--- src/hw/bsw_pkg.sv ---
package bsw_pkg;

	// ----------------------------------------------------------------
	// command codes
	// ----------------------------------------------------------------
	localparam logic [7:0]  BSW_CMD_STATUS   = 8'h16;

	// ----------------------------------------------------------------
	// flag positions in the status word
	// ----------------------------------------------------------------
	localparam int          BSW_BIT_OVC      = 15;
	localparam int          BSW_BIT_TCA      = 14;
	localparam int          BSW_BIT_RSV_HI   = 13;
	localparam int          BSW_BIT_OTA      = 12;
	localparam int          BSW_BIT_TDA      = 11;
	localparam int          BSW_BIT_RSV_LO   = 10;
	localparam int          BSW_BIT_RCA      = 9;
	localparam int          BSW_BIT_RTA      = 8;
	localparam int          BSW_BIT_INIT     = 7;
	localparam int          BSW_BIT_DSG      = 6;
	localparam int          BSW_BIT_FC       = 5;
	localparam int          BSW_BIT_FD       = 4;
	localparam int          BSW_ERR_LSB      = 0;
	localparam int          BSW_ERR_W        = 3;

	// ----------------------------------------------------------------
	// error codes, in numeric order 0 to 7
	// ----------------------------------------------------------------
	typedef enum logic [2:0] {
		BSW_ERR_OK,
		BSW_ERR_BUSY,
		BSW_ERR_RSVD,
		BSW_ERR_UNSUP,
		BSW_ERR_DENIED,
		BSW_ERR_OVF,
		BSW_ERR_SIZE,
		BSW_ERR_UNKNOWN
	} bsw_err_t;

	// ----------------------------------------------------------------
	// reset values and fixed figures
	// ----------------------------------------------------------------
	localparam logic        BSW_RST_FLAG     = 1'h0;
	localparam logic        BSW_RST_DSG      = 1'h1;
	localparam logic [2:0]  BSW_ALARM_ERR    = 3'h7;
	localparam logic [7:0]  BSW_FD_CLR_PCT   = 8'h14;
	localparam logic [15:0] BSW_CV_CC        = 16'hFFFF;
	localparam logic [1:0]  BSW_OVC_CLR_MAH  = 2'h2;

endpackage

--- src/hw/bsw_cmd_class.sv ---
`timescale 1ns/1ps
module bsw_cmd_class
	import bsw_pkg::*;
#(
	parameter logic [63:0] DEF_MASK  = 64'h0000_000F_1FFF_FFFF,
	parameter logic [63:0] IMPL_MASK = 64'h0000_000F_1FFF_FFFF,
	parameter logic [63:0] WR_MASK   = 64'h0000_0000_0000_001F
) (
	input  wire logic [7:0] code,
	input  wire logic       is_write,
	input  wire logic       size_ok,
	input  wire logic       busy,
	input  wire logic       overflow,
	input  wire logic       fault,
	output bsw_err_t        err
);

	if ((IMPL_MASK & ~DEF_MASK) != 64'h0) begin : g_chk
		$error("implemented codes must be a subset of defined codes");
	end

	logic in_map;
	assign in_map = (code[7:6] == 2'h0);

	// ----------------------------------------------------------------
	// outcome priority
	// ----------------------------------------------------------------
	always_comb begin
		if (busy) begin
			err = BSW_ERR_BUSY;
		end else if (!in_map || !DEF_MASK[code[5:0]]) begin
			err = BSW_ERR_RSVD;
		end else if (!IMPL_MASK[code[5:0]]) begin
			err = BSW_ERR_UNSUP;
		end else if (is_write && !WR_MASK[code[5:0]]) begin
			err = BSW_ERR_DENIED;
		end else if (is_write && !size_ok) begin
			err = BSW_ERR_SIZE;
		end else if (overflow) begin
			err = BSW_ERR_OVF;
		end else if (fault) begin
			err = BSW_ERR_UNKNOWN;
		end else begin
			err = BSW_ERR_OK;
		end
	end

endmodule

--- src/hw/bsw_status.sv ---
// Functional notes
// - host reads status word with read-word command 0x16; device returns it unless busy.
// - alarm bits at 15,14,12,11,9,8; bits 13 and 10 reserved zero.
// - status bits initialized 7, discharging 6, fully charged 5, discharged 4.
// - low three bits hold outcome code of the last command other than a non-busy status read, 0 to 7.
// - alarm broadcast sends the same flags with error bits all ones.
// - capacity and time alarms use current or power quantities by mode bit.
// - overcharge set past full plus margin; cleared after 2 mAh idle/discharge.
// - charge-terminate set on primary termination, cleared when charging stops.
// - over-temperature set at limit for direction, cleared below reset threshold.
// - discharge-terminate set on empty, low voltage, cold or undervoltage.
// - low-capacity set below threshold; cleared by threshold change or charging.
// - low-time set below threshold; cleared by threshold change or charging.
// - initialized set on good config load, cleared on bad load.
// - discharging flag set whenever not charging, cleared when charging.
// - fully charged set on termination or overcharge, cleared below clear percent.
// - fully discharged set on low voltage or low percent; cleared at 20%.
// - write to read-only gives access denied; wrong block length gives bad size.
// - reserved codes give reserved; undone defined give unsupported; busy when busy.
// - charge voltage in mV; 65535 asks for constant-current operation.
// - mode bit clear selects mAh quantities, set selects 10 mWh quantities.
`timescale 1ns/1ps
module bsw_status
	import bsw_pkg::*;
(
	input  wire logic        clk,
	input  wire logic        srst,
	input  wire logic        cmd_valid,
	input  wire logic [7:0]  cmd_code,
	input  wire logic        cmd_write,
	input  wire logic        cmd_size_ok,
	input  wire logic        cmd_busy,
	input  wire logic        cmd_overflow,
	input  wire logic        cmd_fault,
	input  wire logic        capacity_mode,
	input  wire logic        charging,
	input  wire logic        idle_mah_tick,
	input  wire logic        primary_term,
	input  wire logic        flash_load_ok,
	input  wire logic        flash_load_bad,
	input  wire logic [15:0] remaining_charge_mah,
	input  wire logic [15:0] remaining_charge_mwh,
	input  wire logic [15:0] full_charge_mah,
	input  wire logic [15:0] full_charge_mwh,
	input  wire logic [15:0] overcharge_margin,
	input  wire logic [15:0] capacity_threshold,
	input  wire logic [15:0] runtime_threshold,
	input  wire logic [15:0] est_runtime_i,
	input  wire logic [15:0] est_runtime_p,
	input  wire logic [15:0] averaged_runtime_i,
	input  wire logic [15:0] averaged_runtime_p,
	input  wire logic [15:0] temperature,
	input  wire logic [15:0] ot_chg_limit,
	input  wire logic [15:0] ot_chg_reset,
	input  wire logic [15:0] ot_dsg_limit,
	input  wire logic [15:0] ot_dsg_reset,
	input  wire logic [15:0] suspend_temp_low,
	input  wire logic [15:0] pack_voltage,
	input  wire logic [15:0] cell_voltage,
	input  wire logic [15:0] terminate_voltage,
	input  wire logic [15:0] second_end_of_discharge_level,
	input  wire logic        cell_undervoltage_flag,
	input  wire logic [15:0] current_mag,
	input  wire logic [15:0] overload_current,
	input  wire logic [7:0]  relative_charge_percent,
	input  wire logic [7:0]  full_clear_percent,
	input  wire logic [7:0]  battery_low_percent,
	input  wire logic [15:0] requested_charge_voltage,
	output logic             rd_valid_q,
	output logic [15:0]      rd_word_q,
	output logic             alarm_send_q,
	output logic [15:0]      alarm_broadcast_q,
	output logic [15:0]      battery_flag_word_q,
	output logic [15:0]      charge_voltage_q,
	output logic             const_current_q
);

	// ----------------------------------------------------------------
	// unit selection
	// ----------------------------------------------------------------
	logic [15:0] rem_sel;
	logic [15:0] full_sel;
	logic [15:0] est_sel;
	logic [15:0] avg_sel;
	logic [16:0] ovc_limit;
	assign rem_sel   = capacity_mode ? remaining_charge_mwh : remaining_charge_mah;
	assign full_sel  = capacity_mode ? full_charge_mwh : full_charge_mah;
	assign est_sel   = capacity_mode ? est_runtime_p : est_runtime_i;
	assign avg_sel   = capacity_mode ? averaged_runtime_p : averaged_runtime_i;
	assign ovc_limit = {1'b0, full_sel} + {1'b0, overcharge_margin};

	// ----------------------------------------------------------------
	// flag registers
	// ----------------------------------------------------------------
	logic       ovc_q;
	logic       tca_q;
	logic       ota_q;
	logic       tda_q;
	logic       rca_q;
	logic       rta_q;
	logic       init_q;
	logic       dsg_q;
	logic       fc_q;
	logic       fd_q;
	logic [1:0] ovc_cnt_q;
	logic [15:0] rem_prev_q;
	logic [15:0] avg_prev_q;
	bsw_err_t   err_q;
	logic ovc_set;
	logic ovc_clr;
	logic ota_set;
	logic ota_clr;
	logic tda_set;
	logic tda_clr;
	logic rca_clr;
	logic rta_clr;
	logic fd_set;
	assign ovc_set = charging && ({1'b0, rem_sel} > ovc_limit);
	assign ovc_clr = !charging && (ovc_cnt_q >= BSW_OVC_CLR_MAH);
	always_ff @(posedge clk) begin
		if (srst || charging) begin
			ovc_cnt_q <= 2'h0;
		end else if (idle_mah_tick && ovc_cnt_q < BSW_OVC_CLR_MAH) begin
			ovc_cnt_q <= ovc_cnt_q + 2'h1;
		end
	end
	always_ff @(posedge clk) begin
		if (srst) begin
			ovc_q <= BSW_RST_FLAG;
		end else if (ovc_set) begin
			ovc_q <= 1'b1;
		end else if (ovc_clr) begin
			ovc_q <= 1'b0;
		end
	end
	// set wins over clear
	always_ff @(posedge clk) begin
		if (srst) begin
			tca_q <= BSW_RST_FLAG;
		end else begin
			tca_q <= primary_term || (tca_q && charging);
		end
	end
	assign ota_set = charging ? (temperature >= ot_chg_limit)
	                          : (temperature >= ot_dsg_limit);
	assign ota_clr = charging ? (temperature < ot_chg_reset)
	                          : (temperature < ot_dsg_reset);
	always_ff @(posedge clk) begin
		if (srst) begin
			ota_q <= BSW_RST_FLAG;
		end else begin
			ota_q <= ota_set || (ota_q && !ota_clr);
		end
	end
	assign tda_set = (rem_sel == 16'h0000) || (pack_voltage <= terminate_voltage)
	              || (temperature <= suspend_temp_low) || cell_undervoltage_flag;
	assign tda_clr = (pack_voltage > terminate_voltage) && (rem_sel != 16'h0000)
	              && !cell_undervoltage_flag;
	always_ff @(posedge clk) begin
		if (srst) begin
			tda_q <= BSW_RST_FLAG;
		end else begin
			tda_q <= tda_set || (tda_q && !tda_clr);
		end
	end
	// previous values detect a rise caused by charging
	always_ff @(posedge clk) begin
		if (srst) begin
			rem_prev_q <= 16'h0000;
			avg_prev_q <= 16'h0000;
		end else begin
			rem_prev_q <= rem_sel;
			avg_prev_q <= avg_sel;
		end
	end
	assign rca_clr = (capacity_threshold < rem_sel) || (charging && rem_sel > rem_prev_q);
	assign rta_clr = (runtime_threshold < avg_sel) || (charging && avg_sel > avg_prev_q);
	always_ff @(posedge clk) begin
		if (srst) begin
			rca_q <= BSW_RST_FLAG;
		end else if (rem_sel < capacity_threshold) begin
			rca_q <= 1'b1;
		end else if (rca_clr) begin
			rca_q <= 1'b0;
		end
	end
	always_ff @(posedge clk) begin
		if (srst) begin
			rta_q <= BSW_RST_FLAG;
		end else if (est_sel < runtime_threshold) begin
			rta_q <= 1'b1;
		end else if (rta_clr) begin
			rta_q <= 1'b0;
		end
	end
	always_ff @(posedge clk) begin
		if (srst) begin
			init_q <= BSW_RST_FLAG;
		end else begin
			init_q <= flash_load_ok || (init_q && !flash_load_bad);
		end
	end
	always_ff @(posedge clk) begin
		if (srst) begin
			dsg_q <= BSW_RST_DSG;
		end else begin
			dsg_q <= !charging;
		end
	end
	always_ff @(posedge clk) begin
		if (srst) begin
			fc_q <= BSW_RST_FLAG;
		end else if (primary_term || ovc_set) begin
			fc_q <= 1'b1;
		end else if (relative_charge_percent < full_clear_percent) begin
			fc_q <= 1'b0;
		end
	end
	assign fd_set = (((pack_voltage < second_end_of_discharge_level)
	              || (cell_voltage < second_end_of_discharge_level))
	              && (current_mag < overload_current))
	              || (relative_charge_percent < battery_low_percent);
	always_ff @(posedge clk) begin
		if (srst) begin
			fd_q <= BSW_RST_FLAG;
		end else if (fd_set) begin
			fd_q <= 1'b1;
		end else if (relative_charge_percent >= BSW_FD_CLR_PCT) begin
			fd_q <= 1'b0;
		end
	end

	// ----------------------------------------------------------------
	// last command outcome
	// ----------------------------------------------------------------
	bsw_err_t cls_err;
	logic     status_rd;
	assign status_rd = cmd_valid && !cmd_write && (cmd_code == BSW_CMD_STATUS);
	bsw_cmd_class u_class (
		.code     (cmd_code),
		.is_write (cmd_write),
		.size_ok  (cmd_size_ok),
		.busy     (cmd_busy),
		.overflow (cmd_overflow),
		.fault    (cmd_fault),
		.err      (cls_err)
	);
	always_ff @(posedge clk) begin
		if (srst) begin
			err_q <= BSW_ERR_OK;
		end else if (cmd_valid && !(status_rd && !cmd_busy)) begin
			err_q <= cls_err;
		end
	end

	// ----------------------------------------------------------------
	// word assembly and read answer
	// ----------------------------------------------------------------
	logic [15:0] status_w;
	always_comb begin
		status_w                   = 16'h0000;
		status_w[BSW_BIT_OVC]      = ovc_q;
		status_w[BSW_BIT_TCA]      = tca_q;
		status_w[BSW_BIT_OTA]      = ota_q;
		status_w[BSW_BIT_TDA]      = tda_q;
		status_w[BSW_BIT_RCA]      = rca_q;
		status_w[BSW_BIT_RTA]      = rta_q;
		status_w[BSW_BIT_INIT]     = init_q;
		status_w[BSW_BIT_DSG]      = dsg_q;
		status_w[BSW_BIT_FC]       = fc_q;
		status_w[BSW_BIT_FD]       = fd_q;
		status_w[BSW_ERR_LSB +: BSW_ERR_W] = err_q;
	end
	always_ff @(posedge clk) begin
		if (srst) begin
			battery_flag_word_q <= 16'h0000;
		end else begin
			battery_flag_word_q <= status_w;
		end
	end
	always_ff @(posedge clk) begin
		if (srst) begin
			rd_valid_q <= 1'b0;
			rd_word_q  <= 16'h0000;
		end else begin
			rd_valid_q <= status_rd && !cmd_busy;
			if (status_rd && !cmd_busy) begin
				rd_word_q <= status_w;
			end
		end
	end

	// ----------------------------------------------------------------
	// alarm broadcast on a newly raised alarm
	// ----------------------------------------------------------------
	logic [7:0] alarm_prev_q;
	logic       alarm_rise;
	assign alarm_rise = |(status_w[15:8] & ~alarm_prev_q);
	always_ff @(posedge clk) begin
		if (srst) begin
			alarm_prev_q      <= 8'h00;
			alarm_send_q      <= 1'b0;
			alarm_broadcast_q <= 16'h0000;
		end else begin
			alarm_prev_q <= status_w[15:8];
			alarm_send_q <= alarm_rise;
			if (alarm_rise) begin
				alarm_broadcast_q <= {status_w[15:BSW_ERR_W], BSW_ALARM_ERR};
			end
		end
	end

	// ----------------------------------------------------------------
	// charge voltage request
	// ----------------------------------------------------------------
	always_ff @(posedge clk) begin
		if (srst) begin
			charge_voltage_q <= 16'h0000;
			const_current_q  <= 1'b0;
		end else begin
			charge_voltage_q <= requested_charge_voltage;
			const_current_q  <= (requested_charge_voltage == BSW_CV_CC);
		end
	end

	// ----------------------------------------------------------------
	// checks
	// ----------------------------------------------------------------
	a_status_read: assert property (@(posedge clk) disable iff (srst)
		status_rd && !cmd_busy |=> rd_valid_q && rd_word_q == $past(status_w))
		else $error("status read not answered with the word");
	a_reserved_zero: assert property (@(posedge clk) disable iff (srst)
		rd_valid_q |-> !rd_word_q[BSW_BIT_RSV_HI] && !rd_word_q[BSW_BIT_RSV_LO])
		else $error("reserved bit set in answer");
	a_alarm_ones: assert property (@(posedge clk) disable iff (srst)
		alarm_rise |=> alarm_send_q && alarm_broadcast_q[2:0] == BSW_ALARM_ERR
			&& alarm_broadcast_q[15:3] == $past(status_w[15:3]))
		else $error("broadcast word wrong");
	a_ovc_clear: assert property (@(posedge clk) disable iff (srst)
		$fell(ovc_q) |-> $past(!charging) && $past(ovc_cnt_q) == BSW_OVC_CLR_MAH)
		else $error("overcharge cleared early");
	a_term_flags: assert property (@(posedge clk) disable iff (srst)
		primary_term |=> tca_q && fc_q)
		else $error("termination did not set flags");
	a_tda_hold: assert property (@(posedge clk) disable iff (srst)
		tda_q && cell_undervoltage_flag |=> tda_q)
		else $error("discharge-terminate cleared under undervoltage");
	a_dsg_track: assert property (@(posedge clk) disable iff (srst)
		charging ##1 charging |-> !dsg_q)
		else $error("discharging flag set while charging");
	a_fd_clear: assert property (@(posedge clk) disable iff (srst)
		relative_charge_percent >= BSW_FD_CLR_PCT && !fd_set |=> !fd_q)
		else $error("fully discharged not cleared");
	a_denied: assert property (@(posedge clk) disable iff (srst)
		cmd_valid && cmd_write && cmd_code == BSW_CMD_STATUS && !cmd_busy
			|=> err_q == BSW_ERR_DENIED)
		else $error("write to status not denied");
	a_read_keeps: assert property (@(posedge clk) disable iff (srst)
		status_rd && !cmd_busy |=> err_q == $past(err_q))
		else $error("status read altered error code");
	a_cc_mode: assert property (@(posedge clk) disable iff (srst)
		requested_charge_voltage == BSW_CV_CC |=> const_current_q)
		else $error("constant-current request missed");
endmodule

--- config.mk ---
export PLATFORM = sky130hd
export DESIGN_NAME = bsw_status
export DESIGN_NICKNAME = d
export VERILOG_FILES = /design/src/hw/bsw_pkg.sv /design/src/hw/bsw_cmd_class.sv /design/src/hw/bsw_status.sv
export SDC_FILE = /design/constraint.sdc
export NUM_CORES = 1
export LEC_CHECK = 0
export BUFFER_PORTS_ARGS = -buffer_cell sky130_fd_sc_hd__buf_2
export CAP_MARGIN = 10
export CORE_AREA = 3 3 194 196
export CTS_BUF_LIST = sky130_fd_sc_hd__clkbuf_16
export CTS_CLUSTER_DIAMETER = 150
export CTS_CLUSTER_SIZE = 25
export DETAILED_ROUTE_END_ITERATION = 8
export DIE_AREA = 0 0 197 199
export GPL_TIMING_DRIVEN = 0
export PLACE_DENSITY_LB_ADDON = 0.3
export SYNTH_ARGS = -nofsm -noshare
export SYNTH_HDL_FRONTEND = slang
export SYNTH_SLANG_ARGS = --single-unit
--- constraint.sdc ---
create_clock -name clk -period 6.2 [get_ports clk]
set_input_delay 0.93 -clock clk [delete_from_list [all_inputs] [get_ports clk]]
set_output_delay 0.93 -clock clk [all_outputs]
set_load 0.02 [all_outputs]
* After elaboration in Yosys (flattened, before gate mapping)
Memories as Yosys holds them, arrays and structs flattened. Index checks and enable logic that the tools add are counted.
Cells by class: divide/modulo/power cells 0, $mul 0, order comparisons 23, shifts and indexed selects 0, multiplexer cells 25, reduce and logical (&&, ||, !) cells 53, bitwise logic cells 2, $add $sub $neg 2, equal/unequal tests 2
Operators with widths (count):
- < comparator 16 bit | 9
- two-way mux 16 bit | 4
- > comparator 16 bit | 3
- >= comparator 16 bit | 2
- <= comparator 16 bit | 2
- two-way mux 3 bit | 7
- logical AND 1 bit | 18
- adder 16 x 16 -> 17 bit | 1
- > comparator 16 x 17 -> 1 bit | 1
- == test 16 bit (second input constant) | 1
- logical NOT 16 bit | 1
- < comparator 8 bit | 2
- nonzero test 16 bit | 1
- logical OR 1 bit | 14
- two-way mux 1 bit | 14
- logical NOT 1 bit | 12
- nonzero test 2 bit | 5
- AND 8 bit | 1
- == test 8 x 5 -> 1 bit (second input constant) | 1
- >= comparator 8 x 5 -> 1 bit (second input constant) | 1
- inverter 8 bit | 1
- OR reduction 8 bit | 1
- < comparator 6 x 7 -> 1 bit (second input constant) | 1
- adder 2 x 1 -> 2 bit (second input constant) | 1
- 3 further kinds | 3
Word-level totals: memory bits (writable) 0, input port bits 431, bits in read-only memories 128, logic and storage cells 133, memories kept 2, latch bits 0, output and inout port bits 67, register bits 116
Memory list:
- (name not given) | depth 64, bits a word 1, read ports 1, clocked after memory_dff 0, write ports 0, RTL line bsw_cmd_class.sv:35 | end else if (is_write && !WR_MASK[code[5:0]]) begin
- (name not given) | depth 64, bits a word 1, read ports 1, clocked after memory_dff 0, write ports 0, RTL line bsw_cmd_class.sv:31 | end else if (!in_map || !DEF_MASK[code[5:0]]) begin

* Longest topological paths before layout
Gate-level depths: netlist of run 1.
word-level depth 8, gate-level depth with buffers 19, depth with buffers taken out 16

* Modules after synthesis
Synthesis of run 1 repeated with hierarchy kept, for this count alone.
Unflattened totals: cells, all modules 1319, area total of the unflattened synthesis 10854.2 um2
By module, submodules not included:
- bsw_status | cells each 1301, times used 1, area each 10720.3 um2, sequential area each 2062.0 um2
- bsw_cmd_class | cells each 18, times used 1, area each 133.9 um2, sequential area each 0.0 um2

* Worst setup path before layout of run 1
OpenSTA, ideal clock, no wires.
kind input to register, start in capacity_mode, end reg fc_q, cell stages on the path 17, path buffers 3, slack 1532 ps, required time 6068 ps, data arrival time 4536 ps, setup time 132 ps, cells stage by stage buf_2 buf_2 buf_2 mux2_2 ha_1 fa_1 a211oi_1 nor2_2 o22ai_2 o41a_1 o21ai_1 xnor2_1 ha_1 a2111oi_0 o2111ai_1 o311ai_2 o31ai_1
Between the ends: word-level cells in the longest chain between the ends 6, elaborated cells between the ends (all ways) 8, those cells by class add/sub: 1; order compare: 1; mux: 3; reduce/logical: 3
Ends and longest elaborated chain:
- start, declared | RTL line bsw_status.sv:35 | input wire logic capacity_mode,
- two-way mux 16 bit | RTL line bsw_status.sv:87 | assign full_sel = capacity_mode ? full_charge_mwh : full_charge_mah;
- adder 16 x 16 -> 17 bit | RTL line bsw_status.sv:90 | assign ovc_limit = {1'b0, full_sel} + {1'b0, overcharge_margin};
- > comparator 16 x 17 -> 1 bit (*) | RTL line bsw_status.sv:118 | assign ovc_set = charging && ({1'b0, rem_sel} > ovc_limit);
- logical AND 1 bit (*) | RTL line bsw_status.sv:118
- logical OR 1 bit (*) | RTL line bsw_status.sv:213 | end else if (primary_term || ovc_set) begin
- two-way mux 1 bit or nonzero test 2 bit (tied branches)
- end signal, assigned | RTL line bsw_status.sv:212 | fc_q <= BSW_RST_FLAG;
- end signal, assigned | RTL line bsw_status.sv:214 | fc_q <= 1'b1;
- end signal, assigned | RTL line bsw_status.sv:216 | fc_q <= 1'b0;
- end, declared | RTL line bsw_status.sv:103 | logic fc_q;
Every way passes the cells marked *; elsewhere a longest branch is shown, timed or not. A chain may end at the register's enable or synchronous reset.

* Worst setup path in the final report of run 1
Same ends and word-level chain as after synthesis.

==> run_results.csv, run 1 <==
group,metric,value,unit
global_route,grt_max_degree,20,
synth,synth_ff_type,"dfxtp_1",
power_and_ir_drop,clockPowerShare,0.256,
setup_path,max_stage_delay,0.46,ns
synth,yosysMostFrequentCell,"ha_1",
clocking,ctsHoldBuffers,0,
synth,synth_area,10800,µm²
synth,synth.top_cells.by_area,"ha_1, dfxtp_1, inv_1",
clocking,cts_tree,"yes",
sta,post-route-period-util,0.851,
die,io_pins,498,
synth,synth_top_cell_by_area,"ha_1",
clocking,cts_resized,0,
power_and_ir_drop,ir_drop,0.000159,V
hold_path,min_path_type,"reg2reg",
die,core,36300,µm²
place,io_buffers,487,
sta,relSlewSlack,0.383,
clocking,cts_setup_buffers,0,
setup_path,crit_top_cell,"buf_2",
setup_path,r2r-start,"ota_q",
global_route,overflow,0,
clocking,numCtsBuffers,9,
clocking,numClockSinks,103,
place,pre_cts_slack,0.553,ns
route,drt_wl_total,39000,µm
die,die_y,199,µm
sta,setup_ws,0.925,ns
global_route,grt_pass1_vias,11100,
sta,fmax,0.190,GHz
synth,ys_top_cells_by_count,"ha_1, inv_1, nor2_1",
route,wl_per_cell,17.0,µm
setup_path,crit_path_end_kind,"flip-flop",
layout,finalNetCount,2520,
synth,yosys_warnings,0,
synth,synthCells,1318,
synth,synth_area_per_cell,8.18,µm²
route,drtAntennaViolNets,0,
synth,synthArstFlopShare,0,
setup_path,path_class,"in2reg",
place,gp_congestion,0.908,
clocking,cts-htree-levels,3,
sta,fin_crit,5.27,ns
setup_path,slowest_stage,"a2111oi_0",
global_route,grt_use_total,0.189,
flow_run,drv_cap,0,
power_and_ir_drop,combPwrFrac,0.415,
sta,rsz0062_at_grt,"false",
power_and_ir_drop,switching_share,0.361,
setup_path,cp-startpoint,"capacity_mode",
power_and_ir_drop,switching_power,0.793,mW
route,drtIter0Drc,327,
sta,setup_tns,0,ns
sta,finClkSkew,0.00982,ns
hold_path,hp-start,"err_q[2]",
clocking,clk_pin_slew,0.08,ns
setup_path,crit_arrival,5.48,ns
synth,synth_edf_count,0,
sta,hold_slack,0.480,ns
power_and_ir_drop,powerDensity,155,nW/µm²
die,dieArea,39200,µm²
synth,synth-seq-cells,103,
die,die_w,197,µm
layout,syn2layout_area_growth,31.1,%
power_and_ir_drop,p_int,1.40,mW
sta,setup-violations-final,0,
layout,drive_gt1_frac,0.310,
clocking,insertion_delay,0.35,ns
global_route,antenna_found_initial,5,
setup_path,cp.required,6.40,ns
place,dpl_cell_area,13800,µm²
route,num_vias,11000,
synth,yosys.area.top_type_share,0.307,
setup_path,rrSetupSlack,4.12,ns
global_route,grt_pass1_wl,57700,µm
setup_path,worstPathCellList,"buf_2, buf_2, buf_2, buf_2, mux2_2, ha_1, fa_1, a211oi_1, nor2_2, o22ai_2, o41a_1, o21ai_1, xnor2_1, ha_1, a2111oi_0, o2111ai_1, o311ai_2, o31ai_1",
sta,tightest_slew,0.925,ns
synth,synth_seq_area_share,0.191,
place,dp.cells,2281,
layout,fin_util,0.390,
place,hpwl,34600,µm
route,dr.pass1.iters,5,
sta,hold_viol,0,
die,start_util,0.297,
layout,stdcell_area,14100,µm²
route,vias_per_cell,4.78,
sta,maxSlewViolCount,0,
route,drc,0,
clocking,cts-root-buf,"clkbuf_16",
power_and_ir_drop,p_leak,7.93,nW
die,row_count,70,
setup_path,crit_fanout,10,
layout,final_cells,2299,
synth,synth_cell_type_count,61,
power_and_ir_drop,power,2.20,mW
setup_path,start_kind,"primary input",
power_and_ir_drop,pwr-share-seq,0.329,
clocking,clockBufferDepth,2,
run_status,status,"finished, final reports clean",
[worst max-delay path: cells and delay by family]
kind            cells  cell delay (ns)
compound gates      8             1.93
buf+inv             4             1.02
mux                 1             0.37
simple gates        1             0.10
xor+xnor            1             0.14
fa+ha+maj           3             0.96
[layout make-up]
cell class / count / area (µm²)
clock inverter: 7 / 63.8
timing repair buffer: 487 / 2440
buffer: 33 / 180
multi-input combinational: 952 / 7670
fill: 3855 / 22100
clock buffer: 9 / 225
sequential: 103 / 2060
inverter: 238 / 893
tap: 468 / 586
antenna: 2 / 5.00
[cell usage in the layout (no fill, tap or decap), drive strengths merged, types with 3 or more instances in the layout]
cell type / instances
o31a: 4
o31ai: 5
o21bai: 4
nand3: 23
nor2: 107
mux2: 43
ha: 264
o211ai: 15
o221ai: 3
o21a: 12
xnor2: 6
dfxtp: 103
nand4: 38
nor2b: 45
a2111oi: 8
o21ai: 48
nor3: 25
nor4: 10
conb: 9
buf: 510
a211oi: 16
or4: 3
a31oi: 9
a211o: 6
o22ai: 8
xor2: 9
nand2: 32
a21o: 37
inv: 243
clkbuf: 19
mux2i: 38
nand2b: 11
o2111ai: 3
a21oi: 84
[layer usage]
metal  part of all wire  global-route usage  up-vias
li1                   -                   -     5636
met1               0.40               0.208     4945
met2               0.52               0.374      360
met3              0.064              0.0379       49
met4              0.015              0.0375        6
met5             0.0012                   0        -
[flip-flops by register name (all words and copies together), names as in the netlist, 2 cells and up]
signal               count
err_q                    3
rd_word_q               13
battery_flag_word_q     13
alarm_broadcast_q       11
rem_prev_q              16
charge_voltage_q        16
ovc_cnt_q                2
avg_prev_q              16
[final timing paths]
path                     endpoint  cells past startpoint
max                          fc_q                     18
min                      err_q[2]                      2
max reg2reg  alarm_broadcast_q[7]                      6
min reg2reg              err_q[2]                      2
[cells by family (layout without fill, tap and decap cells)]
logic type               after synthesis  after routing  synth area share
AND/OR/NAND/NOR                      306            306             0.142
multiplexers                          81             81            0.0802
XOR/XNOR                              15             15            0.0122
other                                  1             11          0.000348
AO/OA/AOI/OAI                        276            276             0.166
buffers and inverters                271            774            0.0996
flip-flops                           103            103             0.191
adder cells (fa/ha/maj)              265            265             0.308
[power by group through the flow]
stage	registers [mW]	clock network, mW	logic [mW]
global route	0.727	0.617	1.04
finish	0.721	0.563	0.911
detailed placement	0.738	0	0.916
floorplan	0.757	0	0.536
global placement	0.737	0	0.896
CTS	0.722	0.591	0.922
Note: power is estimated with default switching activity, not from simulation.
==> run 2: changes to the inputs <==
- clock period: 6.2 -> 5.4 ns (I/O delays scaled with it)
==> run 2 against run 1 <==
Effect of this change:
- die area unchanged
- register-to-register slack got worse by 0.80 ns
- total power grew 15%
- routed wire length hardly changed
- final cell count unchanged
- global-route usage stayed put
- flip-flop and latch count did not move
- via count about the same
- critical path depth unchanged
- critical path type unchanged
==> run_results.csv, run 2 (synthesized netlist as in run 1, its figures left out) <==
group,metric,value,unit
route,wl_per_cell,17.0,µm
hold_path,hp-start,"err_q[2]",
setup_path,slowest_stage,"a2111oi_0",
setup_path,start_kind,"primary input",
layout,fill_cells,3853,
layout,mostFrequentLayoutCell,"buf_2",
global_route,antenna_found_initial,5,
sta,finClkSkew,0.00982,ns
clocking,cts-root-buf,"clkbuf_16",
sta,fmax,0.196,GHz
power_and_ir_drop,power,2.52,mW
sta,relSlewSlack,0.383,
route,vias_per_cell,4.78,
sta,maxSlewViolCount,0,
layout,layout_common_cells,"buf_2, ha_1, inv_1, nor2_1, dfxtp_1",
clocking,numClockSinks,103,
layout,syn2layout_area_growth,31.1,%
setup_path,crit_arrival,5.30,ns
layout,regArea,2060,µm²
die,row_count,70,
global_route,grt_pass1_wl,57700,µm
global_route,overflow,0,
route,drtIter0Drc,327,
global_route,grt_max_degree,20,
sta,hold_viol,0,
hold_path,hold_path_end,"err_q[2]",
clocking,numCtsBuffers,9,
hold_path,worstHoldPathCells,2,
layout,finalNetCount,2520,
power_and_ir_drop,switching_power,0.910,mW
die,start_util,0.297,
route,num_vias,11000,
route,dr.pass1.iters,5,
power_and_ir_drop,clockPowerShare,0.256,
die,die_y,199,µm
global_route,grt_pass1_vias,11100,
hold_path,min_path_type,"reg2reg",
flow_run,drv_cap,0,
setup_path,worstPathCellList,"buf_2, buf_2, clkbuf_4, buf_2, mux2_2, ha_1, fa_1, a211oi_1, nor2_2, o22ai_2, o41a_1, o21ai_1, xnor2_1, ha_1, a2111oi_0, o2111ai_1, o311ai_2, o31ai_1",
layout,multi_input_area,7670,µm²
global_route,grt_use_total,0.189,
setup_path,max_stage_delay,0.46,ns
place,io_buffers,487,
layout,drive_gt1_frac,0.310,
setup_path,crit_path_end_kind,"flip-flop",
layout,top_regs,"avg_prev_q: 16 flops, charge_voltage_q: 16 flops, rem_prev_q: 16 flops",
power_and_ir_drop,pwr-share-seq,0.329,
setup_path,r2r-start,"ota_q",
setup_path,cp.required,5.60,ns
sta,post-route-period-util,0.944,
run_status,status,"finished, final reports clean",
power_and_ir_drop,powerDensity,178,nW/µm²
die,dieArea,39200,µm²
die,die_w,197,µm
clocking,ctsHoldBuffers,0,
clocking,insertion_delay,0.35,ns
sta,hold_slack,0.480,ns
place,gp_congestion,0.908,
clocking,cts_resized,0,
power_and_ir_drop,ir_drop,0.000183,V
die,io_pins,498,
clocking,clockBufferDepth,2,
clocking,cts_setup_buffers,0,
power_and_ir_drop,combPwrFrac,0.415,
place,hpwl,34600,µm
sta,rsz0062_at_grt,"false",
sta,setup_ws,0.303,ns
setup_path,path_class,"in2reg",
clocking,cts_tree,"yes",
setup_path,r2r-end,"alarm_broadcast_q[7]",
power_and_ir_drop,p_leak,7.93,nW
setup_path,rrSetupSlack,3.32,ns
route,drc,0,
setup_path,ff2ff_path_depth,6,
sta,fin_crit,5.10,ns
place,pre_cts_slack,-0.127,ns
clocking,cts-htree-levels,3,
sta,setup-violations-final,0,
route,drt_wl_total,39000,µm
die,core,36300,µm²
layout,fin_util,0.390,
setup_path,crit_fanout,10,
power_and_ir_drop,switching_share,0.361,
route,drtAntennaViolNets,0,
clocking,clk_pin_slew,0.08,ns
setup_path,crit_top_cell,"buf_2",
power_and_ir_drop,p_int,1.61,mW
sta,tightest_slew,0.925,ns
==> run 2: changes by cell type in the layout (fill, tap and decap cells not counted) <==
cell and change:
clkbuf_4 +1, buf_2 -1
==> run 2: final cells by class <==
type                            count  area share
Antenna cell                        2    0.000354
Buffer                             33      0.0129
Clock buffer                        9      0.0159
Clock inverter                      7     0.00452
Inverter                          238      0.0632
Multi-Input combinational cell    952       0.543
Sequential cell                   103       0.146
Tap cell                          468      0.0415
Timing Repair Buffer              487       0.173
==> run 2: power groups by stage <==
stage	combinational, mW	clock, mW	sequential [mW]
2_1_floorplan	0.616	0	0.869
3_3_place_gp	1.03	0	0.846
3_5_place_dp	1.05	0	0.847
4_1_cts	1.06	0.678	0.829
5_1_grt	1.19	0.708	0.834
6_report	1.05	0.647	0.828
==> run 2: per-layer routing <==
metal | share of wire | up-vias | track usage
li1 | - | 5636 | -
met1 | 0.40 | 4941 | 0.208
met2 | 0.52 | 360 | 0.374
met3 | 0.064 | 49 | 0.0379
met4 | 0.015 | 6 | 0.0375
met5 | 0.0012 | - | 0
==> run 2: critical path, delay by kind of cell <==
kind                     cells  cell delay [ns]
AND/OR/NAND/NOR              1             0.10
multiplexers                 1             0.37
AO/OA/AOI/OAI                8             1.93
adder cells (fa/ha/maj)      3             0.96
XOR/XNOR                     1             0.14
buffers and inverters        4             0.96
==> run 2: per-stage QoR <==
stage          TNS, ns  instance area, µm²  cells
5_1_grt              0               14100   2297
3_5_place_dp    -0.187               13800   2281
4_1_cts              0               14100   2297
6_report             0               14100   2299
2_1_floorplan        0               10800   1326
3_3_place_gp    -0.121               13800   2281
==> run 2: worst max path at each step <==
stage | from | slack, ns | end
2_1_floorplan | capacity_mode | 0.85 | fc_q
3_3_place_gp | capacity_mode | -0.09 | fc_q
3_5_place_dp | capacity_mode | -0.13 | fc_q
4_1_cts | capacity_mode | 0.25 | fc_q
5_1_grt | capacity_mode | 0.04 | fc_q
6_report | capacity_mode | 0.30 | fc_q
==> run 3: changes to the inputs <==
- CTS_BUF_LIST: sky130_fd_sc_hd__clkbuf_16 -> sky130_fd_sc_hd__clkbuf_8 sky130_fd_sc_hd__clkbuf_16
==> run 3 against run 2 <==
Effect of this change:
- critical endpoint unchanged
- critical path depth is the same
- final area about the same
- sequential share of layout area is essentially flat
- via count barely moved
- combinational power about the same
- maximum frequency up 0.22%
- global-route usage did not move
- sequential power hardly changed
- final cell count unchanged
==> run_results.csv, run 3 (synthesized netlist as in run 1, its figures left out) <==
group,metric,value,unit
setup_path,path_class,"in2reg",
global_route,antenna_found_initial,5,
hold_path,min_path_type,"reg2reg",
route,drt_wl_total,39000,µm
clocking,ctsHoldBuffers,0,
sta,relSlewSlack,0.372,
clocking,numClockSinks,103,
sta,tightest_slew,0.942,ns
sta,fmax,0.197,GHz
route,vias_per_cell,4.78,
global_route,grt_pass1_vias,11100,
sta,post-route-period-util,0.942,
clocking,cts_tree,"yes",
setup_path,crit_path_end_kind,"flip-flop",
setup_path,crit_top_cell,"buf_2",
route,drc,0,
setup_path,rrSetupSlack,3.33,ns
power_and_ir_drop,powerDensity,179,nW/µm²
layout,drive_gt1_frac,0.311,
global_route,grt_max_degree,20,
setup_path,critPathBufInv,4,
die,io_pins,498,
die,die_y,199,µm
setup_path,crit_fanout,10,
clocking,cts-htree-levels,3,
die,core,36300,µm²
hold_path,hp-start,"err_q[2]",
clocking,clockBufferDepth,2,
place,gp_congestion,0.908,
clocking,clk_pin_slew,0.08,ns
route,drtAntennaViolNets,0,
setup_path,r2r-end,"alarm_broadcast_q[11]",
die,die_w,197,µm
clocking,numCtsBuffers,9,
sta,rsz0062_at_grt,"false",
sta,setup-violations-final,0,
route,num_vias,11000,
clocking,insertion_delay,0.35,ns
sta,fin_crit,5.09,ns
layout,layout_common_cells,"buf_2, ha_1, inv_1, nor2_1, dfxtp_1",
global_route,overflow,0,
power_and_ir_drop,ir_drop,0.000186,V
setup_path,max_stage_delay,0.46,ns
layout,top_regs,"avg_prev_q: 16 flops, charge_voltage_q: 16 flops, rem_prev_q: 16 flops",
route,drtIter0Drc,311,
power_and_ir_drop,p_leak,7.93,nW
setup_path,cp_top_family,"compound AO/OA/AOI/OAI gates",
setup_path,crit_cells,18,
global_route,grt_pass1_wl,57700,µm
setup_path,cp.required,5.60,ns
place,hpwl,34600,µm
hold_path,hold_path_end,"err_q[2]",
setup_path,worstPathCellList,"buf_2, buf_2, clkbuf_4, buf_2, mux2_2, ha_1, fa_1, a211oi_1, nor2_2, o22ai_2, o41a_1, o21ai_1, xnor2_1, ha_1, a2111oi_0, o2111ai_1, o311ai_2, o31ai_1",
place,io_buffers,487,
setup_path,r2r-start,"ota_q",
global_route,grt_use_total,0.189,
setup_path,ff2ff_path_depth,6,
die,start_util,0.297,
sta,maxSlewViolCount,0,
route,dr.pass1.iters,4,
die,row_count,70,
sta,hold_slack,0.480,ns
layout,syn2layout_area_growth,31.2,%
setup_path,crit_arrival,5.29,ns
power_and_ir_drop,power,2.54,mW
layout,finalNetCount,2520,
sta,finClkSkew,0.0120,ns
sta,hold_viol,0,
route,wl_per_cell,17.0,µm
layout,mostFrequentLayoutCell,"buf_2",
run_status,status,"finished, final reports clean",
flow_run,drv_cap,0,
layout,fin_util,0.390,
setup_path,start_kind,"primary input",
die,dieArea,39200,µm²
hold_path,worstHoldPathCells,2,
setup_path,slowest_stage,"a2111oi_0",
clocking,cts-root-buf,"clkbuf_16",
## run 3: cell count changes in the layout (fill, tap and decap cells not counted), sizes merged
| cell | change |
|---|---|
| clkinv | -1 |
| clkbuf | +1 |
## run 3: what timing repair did
action / CTS / global route
buffers inserted: 0 / 0
resized for setup: 0 / 1
setup endpoints to repair: 0 / 1
## run 3: final cells by class
cell class                 count  area (µm²)
clock inverter                 6        60.1
inverter                     238         893
tap                          468         586
timing repair buffer         487        2440
clock buffer                  10         239
antenna                        2        5.00
sequential                   103        2060
buffer                        33         183
fill                        3853       22100
multi-input combinational    952        7670
## run 3: report_power, final
part           total (mW)  internal (mW)  switching, mW  leakage (nW)
clock               0.662          0.340          0.322         0.149
sequential          0.828          0.807         0.0212         0.852
combinational        1.05          0.478          0.567          6.93
## run 3: worst max path at each step
stage                        startpoint   end  slack [ns]
after floorplan           capacity_mode  fc_q        0.85
after global placement    capacity_mode  fc_q       -0.09
after detailed placement  capacity_mode  fc_q       -0.13
after CTS                 capacity_mode  fc_q        0.25
after global routing      capacity_mode  fc_q        0.04
final                     capacity_mode  fc_q        0.31
## run 3: worst register-to-register path, stage by stage (launching register included)
cell and delay [ns]:
dfxtp_1 0.36, inv_1 0.15, o22ai_1 0.09, nor3_1 0.54
buf_2 0.50, mux2i_1 0.24, nor2_1 0.05
## run 3: per-layer routing
layer	routed length, µm	vias to the layer above	GRT usage
li1	-	5637	-
met2	20300	374	0.374
met1	15400	4936	0.207
met3	2640	47	0.0379
met4	598	6	0.0375
met5	47	-	0
## run 3: stage by stage
step	setup slack [ns]	instance area [µm²]	TNS [ns]	cells
after floorplan	0.852	10800	0	1326
after global placement	-0.0898	13800	-0.121	2281
after detailed placement	-0.127	13800	-0.187	2281
after CTS	0.252	14100	0	2297
after global routing	0.0402	14100	0	2297
final	0.314	14100	0	2299
